`config.mk`:
```
export PLATFORM = sky130hd
export DESIGN_NAME = fan_speed_control
export DESIGN_NICKNAME = d
export VERILOG_FILES = /design/src/core/fan_speed_control_pkg.sv /design/src/core/fan_speed_control.sv
export SDC_FILE = /design/constraint.sdc
export NUM_CORES = 1
export LEC_CHECK = 0
export ABC_CLOCK_PERIOD_IN_PS = 4300
export BUFFER_PORTS_ARGS = -buffer_cell sky130_fd_sc_hd__buf_2
export CAP_MARGIN = 25
export CORE_MARGIN = 5
export CORE_UTILIZATION = 57
export DETAILED_ROUTE_END_ITERATION = 16
export PLACE_DENSITY = 0.8
export SLEW_MARGIN = 10
export SYNTH_ARGS = -nofsm -noshare
export SYNTH_HDL_FRONTEND = slang
export SYNTH_SLANG_ARGS = --single-unit
```
`constraint.sdc`:
```
create_clock -name i_clk -period 4.3 [get_ports i_clk]
set_input_delay 0.215 -clock i_clk [delete_from_list [all_inputs] [get_ports i_clk]]
set_output_delay 0.215 -clock i_clk [all_outputs]
set_load 0.005 [all_outputs]
```
`src/core/fan_speed_control_pkg.sv`:
```
// Constants, register map and state layout of the fan output control bank.
package fan_speed_control_pkg;

  // Clock and step timing.
  localparam int unsigned CLK_PERIOD_NS = 10;
  localparam int unsigned STEP_UNIT_NS = 100_000_000;
  localparam int unsigned STEP_UNIT_CYCLES = STEP_UNIT_NS / CLK_PERIOD_NS;
  localparam int unsigned DC_UNIT_TENTHS = 4;
  localparam logic [1:0] QUARTER_LAST = 2'(DC_UNIT_TENTHS - 1);
  localparam int unsigned TICK_CNT_W = 24;

  // PWM source clocks made from the core clock by phase accumulators.
  localparam logic [6:0] FAST_INC = 7'h18;
  localparam logic [6:0] FAST_MOD = 7'h64;
  localparam logic [16:0] SLOW_INC = 17'h000B4;
  localparam logic [16:0] SLOW_MOD = 17'h186A0;

  // Register indices on the data port.
  localparam logic [6:0] IDX_SYS_VALUE = 7'h01;
  localparam logic [6:0] IDX_PROC_VALUE = 7'h03;
  localparam logic [6:0] IDX_CFG1 = 7'h04;
  localparam logic [6:0] IDX_SYS_TARGET = 7'h05;
  localparam logic [6:0] IDX_PROC_TARGET = 7'h06;
  localparam logic [6:0] IDX_TOLERANCE = 7'h07;
  localparam logic [6:0] IDX_SYS_STOP_VALUE = 7'h08;
  localparam logic [6:0] IDX_PROC_STOP_VALUE = 7'h09;
  localparam logic [6:0] IDX_SYS_STARTUP = 7'h0A;
  localparam logic [6:0] IDX_PROC_STARTUP = 7'h0B;
  localparam logic [6:0] IDX_SYS_STOP_TIME = 7'h0C;
  localparam logic [6:0] IDX_PROC_STOP_TIME = 7'h0D;
  localparam logic [6:0] IDX_STEP_DOWN = 7'h0E;
  localparam logic [6:0] IDX_STEP_UP = 7'h0F;
  localparam logic [6:0] IDX_AUX_FREQ = 7'h10;
  localparam logic [6:0] IDX_AUX_VALUE = 7'h11;
  localparam logic [6:0] IDX_CFG2 = 7'h12;
  localparam logic [6:0] IDX_LAST = 7'h12;
  localparam int unsigned NUM_REGS = 19;

  // Field positions.
  localparam int unsigned CFG1_SYS_DC = 0;
  localparam int unsigned CFG1_PROC_DC = 1;
  localparam int unsigned CFG1_SYS_MODE = 2;
  localparam int unsigned CFG1_PROC_MODE = 4;
  localparam int unsigned CFG2_AUX_DC = 0;
  localparam int unsigned CFG2_AUX_MODE = 1;
  localparam int unsigned CFG2_FLOOR_AUX = 3;
  localparam int unsigned CFG2_FLOOR_PROC = 4;
  localparam int unsigned CFG2_FLOOR_SYS = 5;
  localparam int unsigned FREQ_SRC_BIT = 7;
  localparam int unsigned TOL_PROC_LSB = 4;
  localparam int unsigned TOL_SYS_LSB = 0;
  localparam logic [7:0] FIXED_FREQ = 8'h04;
  localparam logic [7:0] DUTY_FULL = 8'hFF;

  // Reset values and writable bits, fan_config_two first.
  localparam logic [NUM_REGS-1:0][7:0] REG_RESET = {
    8'h00, 8'hFF, 8'h04, 8'h0A, 8'h0A, 8'h3C, 8'h3C, 8'h01, 8'h01, 8'h01,
    8'h01, 8'h00, 8'h00, 8'h00, 8'h01, 8'hFF, 8'h00, 8'hFF, 8'h00};
  localparam logic [NUM_REGS-1:0][7:0] REG_WMASK = {
    8'h7F, 8'hFF, 8'hFF, 8'hFF, 8'hFF, 8'hFF, 8'hFF, 8'hFF, 8'hFF, 8'hFF,
    8'hFF, 8'hFF, 8'hFF, 8'hFF, 8'h3F, 8'hFF, 8'h00, 8'hFF, 8'h00};

  // Fan outputs.
  localparam int unsigned NUM_CH = 3;
  localparam int unsigned CH_SYS = 0;
  localparam int unsigned CH_PROC = 1;
  localparam int unsigned CH_AUX = 2;
  localparam logic [NUM_CH-1:0][6:0] CH_VALUE_IDX = {IDX_AUX_VALUE, IDX_PROC_VALUE, IDX_SYS_VALUE};

  typedef enum logic [1:0] {
    MODE_MANUAL = 2'b00,
    MODE_THERMAL = 2'b01,
    MODE_SPEED = 2'b10,
    MODE_ADAPTIVE = 2'b11
  } mode_e;

  typedef struct packed {
    logic [6:0] index;
    logic [7:0] rdata;
    logic [NUM_REGS-1:0][7:0] regs;
    logic [TICK_CNT_W-1:0] tenth_cnt;
    logic [1:0] quarter;
    logic [6:0] acc_fast;
    logic [16:0] acc_slow;
    logic [NUM_CH-1:0][6:0] pre_cnt;
    logic [NUM_CH-1:0][7:0] pwm_cnt;
    logic [NUM_CH-1:0][7:0] duty;
    logic [NUM_CH-1:0][7:0] step_cnt;
    logic [NUM_CH-1:0][7:0] stop_cnt;
    logic [NUM_CH-1:0] pwm;
    logic [NUM_CH-1:0][5:0] level;
  } state_s;

endpackage : fan_speed_control_pkg

```
`src/core/fan_speed_control.sv`:
```
// Fan output control bank: registers, automatic fan control and PWM/DC drive.
//
// Function
// - PWM duty is value/256 per period; FFh is full on, 00h off.
// - DC drive level is the value's upper six bits; low two ignored.
// - Config one bit 1 picks PWM or DC for processor output; reset PWM.
// - Config one bit 0 picks PWM or DC for system output; reset DC.
// - Config one bits 5-4 pick processor mode: manual, thermal, speed, adaptive.
// - Config one bits 3-2 pick system mode; code 11 does nothing.
// - System target is 7-bit temperature or 8-bit tach speed.
// - Processor target is 7-bit temperature or 8-bit tach speed.
// - Tolerance register: processor in upper nibble, system in lower nibble.
// - Thermal cruise lowers system output to its stop value; software keeps it non-zero.
// - Processor output uses its stop floor in thermal and adaptive modes.
// - Starting from zero, thermal cruise jumps to the start-up value first.
// - Stop time holds the stop value before zero; unit 0.1 s or 0.4 s.
// - Step down time spaces decrements; unit 0.1 s or 0.4 s.
// - Step up time spaces increments; unit 0.1 s or 0.4 s.
// - Aux frequency bit 7 selects a 24 MHz or 180 kHz source.
// - Aux PWM rate is source / divider / 256; divider zero is not allowed.
// - Aux value gives PWM duty, or a DC level when config two bit 0 set.
// - Config two bits 5-3 choose holding the floor or decaying to zero.
// - Config two bits 2-1 pick aux mode; code 11 does nothing.
// - Config two bit 0 picks PWM or DC for aux output; reset PWM.
// - Index written to address port selects the register the data port moves.
`timescale 1ns/1ps
module fan_speed_control
  import fan_speed_control_pkg::*;
#(
  parameter int unsigned P_STEP_UNIT_CYCLES = STEP_UNIT_CYCLES
) (
  // Clock and reset.
  input wire logic i_clk,
  input wire logic i_nrst,
  // Index and data port.
  input wire logic i_port_sel,
  input wire logic i_wr,
  input wire logic i_rd,
  input wire logic [7:0] i_wdata,
  output logic [7:0] o_rdata,
  // Measurements from the monitor core.
  input wire logic [7:0] i_system_temp_input,
  input wire logic [7:0] i_proc_temp_input,
  input wire logic [7:0] i_aux_temp_input,
  input wire logic [7:0] i_system_tach_input,
  input wire logic [7:0] i_proc_tach_input_a,
  input wire logic [7:0] i_aux_tach_input,
  // Auxiliary output settings held elsewhere in the bank.
  input wire logic [7:0] i_aux_target,
  input wire logic [3:0] i_aux_tolerance,
  input wire logic [7:0] i_aux_stop_value,
  input wire logic [7:0] i_aux_startup_value,
  input wire logic [7:0] i_aux_stop_time,
  // Fan outputs: system, processor A, auxiliary.
  output logic [NUM_CH-1:0] o_fan_pwm,
  output logic [NUM_CH-1:0] o_fan_dc,
  output logic [NUM_CH-1:0][5:0] o_fan_level
);

  localparam logic [TICK_CNT_W-1:0] TENTH_LAST = TICK_CNT_W'(P_STEP_UNIT_CYCLES - 1);
  localparam state_s RESET_STATE = '{regs: REG_RESET, default: '0};

  state_s q;
  state_s d;
  logic tick;
  logic tick4;
  logic fast_en;
  logic slow_en;
  logic [NUM_CH-1:0][7:0] meas_temp;
  logic [NUM_CH-1:0][7:0] meas_tach;
  logic [NUM_CH-1:0][7:0] target;
  logic [NUM_CH-1:0][3:0] tol;
  logic [NUM_CH-1:0][7:0] stop_value;
  logic [NUM_CH-1:0][7:0] startup_value;
  logic [NUM_CH-1:0][7:0] stop_time;
  logic [NUM_CH-1:0] floor_hold;

  function automatic mode_e ch_mode(input logic [NUM_REGS-1:0][7:0] r, input int unsigned c);
    mode_e m;
    m = MODE_MANUAL;
    unique case (c)
      CH_SYS: m = mode_e'(r[IDX_CFG1][CFG1_SYS_MODE +: 2]);
      CH_PROC: m = mode_e'(r[IDX_CFG1][CFG1_PROC_MODE +: 2]);
      default: m = mode_e'(r[IDX_CFG2][CFG2_AUX_MODE +: 2]);
    endcase
    return m;
  endfunction : ch_mode

  function automatic logic ch_dc(input logic [NUM_REGS-1:0][7:0] r, input int unsigned c);
    logic dc;
    dc = 1'b0;
    unique case (c)
      CH_SYS: dc = r[IDX_CFG1][CFG1_SYS_DC];
      CH_PROC: dc = r[IDX_CFG1][CFG1_PROC_DC];
      default: dc = r[IDX_CFG2][CFG2_AUX_DC];
    endcase
    return dc;
  endfunction : ch_dc

  function automatic logic [7:0] sat_inc(input logic [7:0] x);
    return (x == 8'hFF) ? x : x + 8'h01;
  endfunction : sat_inc

  assign meas_temp[CH_SYS] = i_system_temp_input;
  assign meas_temp[CH_PROC] = i_proc_temp_input;
  assign meas_temp[CH_AUX] = i_aux_temp_input;
  assign meas_tach[CH_SYS] = i_system_tach_input;
  assign meas_tach[CH_PROC] = i_proc_tach_input_a;
  assign meas_tach[CH_AUX] = i_aux_tach_input;
  assign target[CH_SYS] = q.regs[IDX_SYS_TARGET];
  assign target[CH_PROC] = q.regs[IDX_PROC_TARGET];
  assign target[CH_AUX] = i_aux_target;
  assign tol[CH_SYS] = q.regs[IDX_TOLERANCE][TOL_SYS_LSB +: 4];
  assign tol[CH_PROC] = q.regs[IDX_TOLERANCE][TOL_PROC_LSB +: 4];
  assign tol[CH_AUX] = i_aux_tolerance;
  assign stop_value[CH_SYS] = q.regs[IDX_SYS_STOP_VALUE];
  assign stop_value[CH_PROC] = q.regs[IDX_PROC_STOP_VALUE];
  assign stop_value[CH_AUX] = i_aux_stop_value;
  assign startup_value[CH_SYS] = q.regs[IDX_SYS_STARTUP];
  assign startup_value[CH_PROC] = q.regs[IDX_PROC_STARTUP];
  assign startup_value[CH_AUX] = i_aux_startup_value;
  assign stop_time[CH_SYS] = q.regs[IDX_SYS_STOP_TIME];
  assign stop_time[CH_PROC] = q.regs[IDX_PROC_STOP_TIME];
  assign stop_time[CH_AUX] = i_aux_stop_time;
  assign floor_hold[CH_SYS] = q.regs[IDX_CFG2][CFG2_FLOOR_SYS];
  assign floor_hold[CH_PROC] = q.regs[IDX_CFG2][CFG2_FLOOR_PROC];
  assign floor_hold[CH_AUX] = q.regs[IDX_CFG2][CFG2_FLOOR_AUX];

  always_comb begin
    mode_e mode;
    logic dc;
    logic unit;
    logic thermal;
    logic speed;
    logic more;
    logic less;
    logic at_floor;
    logic [7:0] value;
    logic [7:0] nv;
    logic [7:0] freq;
    logic [6:0] div_last;
    logic [8:0] meas9;
    logic [8:0] targ9;
    logic [8:0] tol9;
    mode = MODE_MANUAL;
    dc = 1'b0;
    unit = 1'b0;
    thermal = 1'b0;
    speed = 1'b0;
    more = 1'b0;
    less = 1'b0;
    at_floor = 1'b0;
    value = 8'h00;
    nv = 8'h00;
    freq = 8'h00;
    div_last = 7'h00;
    meas9 = 9'h000;
    targ9 = 9'h000;
    tol9 = 9'h000;
    d = q;

    // tenth-second base and four-tenth base for DC units
    tick = (q.tenth_cnt == TENTH_LAST);
    d.tenth_cnt = tick ? '0 : q.tenth_cnt + TICK_CNT_W'(1);
    if (tick) begin
      d.quarter = q.quarter + 2'h1;
    end
    tick4 = tick && (q.quarter == QUARTER_LAST);

    fast_en = (q.acc_fast >= FAST_MOD - FAST_INC);
    d.acc_fast = fast_en ? q.acc_fast + FAST_INC - FAST_MOD : q.acc_fast + FAST_INC;
    slow_en = (q.acc_slow >= SLOW_MOD - SLOW_INC);
    d.acc_slow = slow_en ? q.acc_slow + SLOW_INC - SLOW_MOD : q.acc_slow + SLOW_INC;

    for (int unsigned c = 0; c < NUM_CH; c++) begin
      value = q.regs[CH_VALUE_IDX[c]];
      dc = ch_dc(q.regs, c);
      mode = ch_mode(q.regs, c);
      unit = dc ? tick4 : tick;

      freq = (c == CH_AUX) ? q.regs[IDX_AUX_FREQ] : FIXED_FREQ;
      div_last = (freq[6:0] == 7'h00) ? 7'h00 : freq[6:0] - 7'h01;
      if (freq[FREQ_SRC_BIT] ? slow_en : fast_en) begin
        if (q.pre_cnt[c] >= div_last) begin
          d.pre_cnt[c] = 7'h00;
          d.pwm_cnt[c] = q.pwm_cnt[c] + 8'h01;
          if (q.pwm_cnt[c] == 8'hFF) begin
            d.duty[c] = value;
          end
        end else begin
          d.pre_cnt[c] = q.pre_cnt[c] + 7'h01;
        end
      end
      d.pwm[c] = !dc && ((q.duty[c] == DUTY_FULL) || (q.pwm_cnt[c] < q.duty[c]));
      // DC level from upper six bits
      d.level[c] = dc ? value[7:2] : 6'h00;

      // thermal floor in adaptive mode too, processor output only
      unique case (mode)
        MODE_THERMAL: thermal = 1'b1;
        MODE_ADAPTIVE: thermal = (c == CH_PROC);
        default: thermal = 1'b0;
      endcase
      speed = (mode == MODE_SPEED);
      tol9 = {5'h00, tol[c]};
      if (thermal) begin
        meas9 = {1'b0, meas_temp[c]};
        targ9 = {2'b00, target[c][6:0]};
      end else begin
        meas9 = {1'b0, meas_tach[c]};
        targ9 = {1'b0, target[c]};
      end
      more = (thermal || speed) && (meas9 > targ9 + tol9);
      less = (thermal || speed) && (meas9 + tol9 < targ9);

      // hold at stop value while too cool
      at_floor = thermal && less && (value != 8'h00) && (value <= stop_value[c]);
      if (!at_floor) begin
        d.stop_cnt[c] = 8'h00;
      end
      if (thermal || speed) begin
        if (unit) begin
          d.step_cnt[c] = sat_inc(q.step_cnt[c]);
        end
      end else begin
        d.step_cnt[c] = 8'h00;
      end

      nv = value;
      if (more && unit && (q.step_cnt[c] >= q.regs[IDX_STEP_UP])) begin
        d.step_cnt[c] = 8'h00;
        // jump to start-up value from zero
        if (thermal && (value == 8'h00)) begin
          nv = startup_value[c];
        end else begin
          nv = sat_inc(value);
        end
      end else if (at_floor && unit) begin
        // floor bit keeps the stop value
        if (!floor_hold[c]) begin
          d.stop_cnt[c] = sat_inc(q.stop_cnt[c]);
          // drop to zero after stop time
          if (q.stop_cnt[c] >= stop_time[c]) begin
            nv = 8'h00;
            d.stop_cnt[c] = 8'h00;
          end
        end
      end else if (less && unit && (q.step_cnt[c] >= q.regs[IDX_STEP_DOWN]) && (value != 8'h00)) begin
        d.step_cnt[c] = 8'h00;
        nv = value - 8'h01;
      end
      d.regs[CH_VALUE_IDX[c]] = nv;
    end

    if (i_wr) begin
      if (!i_port_sel) begin
        d.index = i_wdata[6:0];
      end else if (q.index <= IDX_LAST) begin
        d.regs[q.index[4:0]] = i_wdata & REG_WMASK[q.index[4:0]];
      end
    end
    if (i_rd) begin
      if (!i_port_sel) begin
        d.rdata = {1'b0, q.index};
      end else if (q.index <= IDX_LAST) begin
        d.rdata = q.regs[q.index[4:0]];
      end else begin
        d.rdata = 8'h00;
      end
    end
  end

  always_ff @(posedge i_clk or negedge i_nrst) begin
    if (!i_nrst) begin
      q <= RESET_STATE;
    end else begin
      q <= d;
    end
  end

  assign o_rdata = q.rdata;
  assign o_fan_pwm = q.pwm;
  assign o_fan_level = q.level;
  // aux drive type from config two
  assign o_fan_dc = {q.regs[IDX_CFG2][CFG2_AUX_DC], q.regs[IDX_CFG1][CFG1_PROC_DC],
                     q.regs[IDX_CFG1][CFG1_SYS_DC]};

endmodule : fan_speed_control

```
Yosys cells after proc, flatten, opt, wreduce, memory -nomap -nowiden
Memories as Yosys holds them, arrays and structs flattened.
Cells that the tools add are included.
- bits in registers: 355
- memory bits (read-only): 256
- bits of input ports: 97
- output and inout port bits: 32
- logic and storage cells: 291
- memories: 1
- $add $sub $neg: 31
- $lt $le $gt $ge: 29
- eq/ne operators: 27
- mux-type cells: 91
- bitwise logic cells: 2
- reduce and logical (&&, ||, !) cells: 66
- memories (memory ; depth ; width ; read ports ; clocked after Yosys merged registers in ; wr ports ; line ; source):
    (name not given) ; 32 ; 8 ; 1 ; 0 ; 0 ; fan_speed_control.sv:259 ; d.regs[q.index[4:0]] = i_wdata & REG_WMASK[q.index[4:0]];
- operator list (cell ; count):
    $mux 8 ; 68
    $mux 144 ; 3
    $bwmux 152 ; 1
    $eq 8x8->1 const B ; 15
    $add 8x1->8 const B ; 12
    $ge 8x8->1 ; 9
    $add 9x4->9 ; 6
    $logic_and 1x1->1 ; 41
    $bmux 8 s5 ; 1
    $demux 8 s5 ; 1
    $mux 7 ; 5
    $gt 9x9->1 ; 3
    $lt 9x9->1 ; 3
    $add 24x1->24 const B ; 1
    $eq 24x24->1 const B ; 1
    $le 8x8->1 ; 3
    $logic_not 8->1 ; 3
    $lt 8x8->1 ; 3
    $mux 24 ; 1
    $reduce_bool 8->1 ; 3
    $sub 8x1->8 const B ; 3
    $add 7x1->7 const B ; 3
    $mux 6 ; 3
    $add 17x8->17 const B ; 1
    other kinds (25) ; 53

Depth between registers and ports, before layout
- depth in word-level cells: 17
- mapped depth: 21
- gate-level depth less buffers: 19

Worst setup path after synthesis
Ideal clock, no wire load.
- kind: register -> register
- start point: reg q[223] (netlist name)
- end point: reg q[203] (netlist name)
- setup time: 0.064 ns
- data arrival time: 4.399 ns
- required time: 4.236 ns
- setup slack: -0.163 ns
- stages on the path, launching flop included: 20
- path buffers: 1
- clock period less this slack: 4.463 ns
- cell sequence: dfrtp_1 -> inv_1 -> ha_1 -> clkbuf_1 -> mux2_2 -> ha_1 -> a21o_1 -> a21oi_1 -> inv_1 -> a21oi_1 -> nor2_1 -> xor2_1 -> ha_1 -> a21o_1 -> a2111oi_0 -> o211ai_1 -> nor4b_4 -> nand2_1 -> or4_1 -> nand3_1
- RTL lines (element ; line ; source):
    start: declaration ; fan_speed_control.sv:63 ; state_s q;
    start signal: assignment ; fan_speed_control.sv:275 ; q <= RESET_STATE;
    start signal: assignment ; fan_speed_control.sv:277 ; q <= d;

==> flow_summary.json <==
{
  "finalPower_mw": 9.92,
  "path_cells": "inv_1 > ha_4 > mux2_2 > ha_1 > fa_2 > nand3_1 > a21oi_1 > nand2_1 > xnor2_1 > ha_1 > a21oi_2 > o21ai_0 > o21bai_1 > a211oi_2 > and4b_2 > buf_4 > mux2_2 > o21ai_0",
  "status": "completed",
  "slew_violations": 0,
  "seq_power_share_pct": 40.1,
  "min_to": "o_rdata[5]",
  "yosysWarnings": 0,
  "synth_cell_type_count": 86,
  "drtIter0Drc": 1834,
  "hold_class": "input port to flip-flop",
  "fin_crit_ns": 4.11,
  "rows": 74,
  "p_per_area_nw_per_um2": 376,
  "critPathLaunchType": "flip-flop",
  "setup_ws_ns": 0.187,
  "timing.rr.start": "q[334]",
  "worstHoldStart": "i_rd",
  "endpoint_kind": "flip-flop",
  "syn-cell-area_sq_um": 23700,
  "postLayoutCellArea_sq_um": 26400,
  "gp_congestion": 0.969,
  "track_usage_pct": 27.7,
  "drive_gt1_share_pct": 15.8,
  "netlist_instances": 2544,
  "critical_path_peak_fanout": 6,
  "cts_sinks": 351,
  "drt_wl_total_mm": 65.0,
  "die_x_microns": 214,
  "final.period_utilization_pct": 95.7,
  "synthArstFlopShare_pct": 100,
  "fp.coreArea_sq_um": 41000,
  "grt_max_degree": 111,
  "p_sw_share_pct": 30.7,
  "ioPinCount": 129,
  "antenna_found_initial": 1,
  "hold_viol": 0,
  "setup_violations": 0,
  "synth-edff-count": 0,
  "dpl_worst_slack_ns": -0.113,
  "hpwl_mm": 48.1,
  "reg2reg_depth": 18,
  "first_pass_iters": 6,
  "start_util_pct": 57.8,
  "slew_headroom_pct": 29.5,
  "nets": 2961,
  "clk_pin_slew_ns": 0.06,
  "p_leak_nw": 12.0,
  "num_vias": 20000,
  "place_area_sq_um": 24700,
  "clkLatencyLatePin_ns": 0.55,
  "worstHoldPathCells": 2,
  "die_area_sq_um": 45800,
  "internal-power_mw": 6.87,
  "cts-root-buf": "clkbuf_16",
  "peakVddDrop_uv": 255,
  "slowest_stage": "dfrtp_1",
  "synth-seq-cells": 351,
  "power_frac_comb_pct": 21.9,
  "via_per_inst": 6.26,
  "grt_pass1_wl_mm": 105,
  "critPathKind": "flip-flop to flip-flop",
  "clock_power_share_pct": 38.0,
  "tightest_slew_ns": 1.05,
  "synthFlopType": "dfrtp_1",
  "numCtsBuffers": 39,
  "fin_util_pct": 64.4,
  "grt_remaining_overflow": 0,
  "arrival_ns": 4.56,
  "critPathRequiredTime_ns": 4.75,
  "grt_pass1_vias": 19700,
  "synth_area_per_cell_sq_um": 9.32,
  "clockBufferDepth": 3,
  "area_growth_pct": 11.4,
  "die_h_microns": 214,
  "p_sw_mw": 3.05,
  "reg2reg_to": "q[325]",
  "htreeDepth": 2,
  "maxCapViolCount": 0,
  "skew_ns": 0.0214,
  "fmax_ghz": 0.243,
  "drc": 0,
  "reg2reg_slack_ns": 0.19,
  "cts_tree": "done",
  "final_antenna_net_count": 0,
  "seq_area_frac_synth_pct": 37.3,
  "wl_per_cell_microns": 20.4,
  "syn_nets": 2874,
  "portBuffers": 128,
  "slowest_delay_ns": 0.40
}
-- registers in the layout, summed over array words and instances (netlist names) --
register     flops
q              316
o_fan_level     18
o_rdata          8
floor_hold       3
o_fan_dc         3
o_fan_pwm        3
-- stage by stage --
| stage | hold slack [ns] | TNS, ns | instances |
|---|---|---|---|
| 2_1_floorplan | -0.0806 | 0 | 2544 |
| 3_3_place_gp | 0.329 | 0 | 3108 |
| 3_5_place_dp | 0.327 | -0.690 | 3108 |
| 4_1_cts | 0.0212 | -0.0386 | 3187 |
| 5_1_grt | 0.0674 | -0.120 | 3193 |
| 6_report | 0.0367 | 0 | 3194 |
-- power groups by stage --
stage               clock network, mW  registers [mW]  logic, mW
global placement                    0            4.00       2.00
CTS                              3.80            3.95       2.12
detailed placement                  0            4.01       2.09
floorplan                           0            3.80       1.55
global route                     3.94            4.00       2.41
finish                           3.77            3.98       2.18
-- synthesized netlist by cell type, types with 12 or more instances --
cell,n,share of area [%]
nand2_1,273,4.3
nand4_1,51,1.3
mux4_2,38,3.6
xor2_1,55,2.0
and2_1,49,1.3
a211oi_1,12,0.38
nand2b_1,33,0.87
xnor2_1,83,3.1
dfrtp_1,309,33
buf_2,18,0.38
and3_1,31,0.82
nor3_1,32,0.68
ha_1,227,12
clkbuf_1,76,1.2
o211ai_1,16,0.51
mux2i_1,33,1.4
o21ai_0,195,4.1
inv_1,154,2.4
o21a_1,17,0.54
nand3_1,104,2.2
mux2_2,49,2.3
a21o_1,32,1.0
dfstp_2,42,4.7
a21oi_1,116,2.4
buf_4,36,1.1
nor2b_1,42,1.1
or3_1,24,0.63
nor2_1,166,2.6
or4_1,13,0.41
nor4_1,16,0.42
a31oi_1,41,1.1
-- timing repair --
| action | in CTS | in global routing |
|---|---|---|
| setup endpoints to repair | 25 | 52 |
| gates resized for setup | 3 | 30 |
| hold buffers | 8 | 0 |
| cloned | 0 | 0 |
| pin swaps | 2 | 10 |
| buffers inserted | 0 | 5 |
| hold endpoints to repair | 100 | 0 |
-- layout make-up --
type	count	area, sq um
flip-flops and latches	351	8840
inverters	154	578
clock buffers	53	1140
clock inverters	18	310
well taps	532	666
multi-input cells	1905	13800
repair buffers	180	1100
fillers	3213	14600
diodes	1	2.50
-- layout by cell type (no fill, tap or decap), types with 15 or more instances in the layout --
master	Yosys	layout
a21o_1	32	32
nor4_1	16	15
dfrtp_1	309	307
inv_1	154	153
clkbuf_16	0	41
nor2_1	166	166
a21oi_1	116	109
nor2b_1	42	42
nand2b_1	33	33
nor3_1	32	32
and3_1	31	31
xnor2_1	83	83
nand2_1	273	271
ha_1	227	222
xor2_1	55	55
buf_4	36	41
nand3_1	104	102
mux2_2	49	47
nand4_1	51	51
o211ai_1	16	16
a31oi_1	41	41
and2_1	49	49
mux4_2	38	38
dfstp_2	42	42
o21a_1	17	17
or3_1	24	22
buf_2	18	127
mux2i_1	33	33
o21ai_0	195	194
-- per-layer routing --
| metal | GRT usage (%) | part of all wire (%) |
|---|---|---|
| met1 | 37.4 | 41 |
| met2 | 44.2 | 46 |
| met3 | 5.87 | 9.4 |
| met4 | 10.7 | 4.0 |
| met5 | 0 | 0 |
-- kinds of logic after synthesis --
family	Yosys count	share of synthesized area, %
muxes	120	7.33
AOI/OAI and AO/OA	525	13.6
adders and majority gates	233	12.5
and+or+nand+nor	889	18.9
buffers and inverters	288	5.23
xor gates and xnor gates	138	5.10
DFF	351	37.3
-- critical path, delay by kind of cell (launching register included) --
family	cells	cell delay (ns)
mux	2	0.69
fa+ha+maj	4	1.08
flops	1	0.40
xor+xnor	1	0.14
simple gates	3	0.55
buf+inv	2	0.25
compound gates	6	0.92
-- how the worst max path moves through the flow --
stage | endpoint | from | slack, ns | cells after the start
after global placement | q[331] | q[334] | 0.06 | 19
after CTS | q[331] | q[334] | -0.04 | 18
final | q[325] | q[334] | 0.19 | 18
after global routing | q[325] | q[334] | -0.03 | 19
after detailed placement | q[331] | q[334] | -0.11 | 19
after floorplan | q[203] | q[223] | 0.006 | 19
Note: power is estimated with default switching activity, not from simulation.
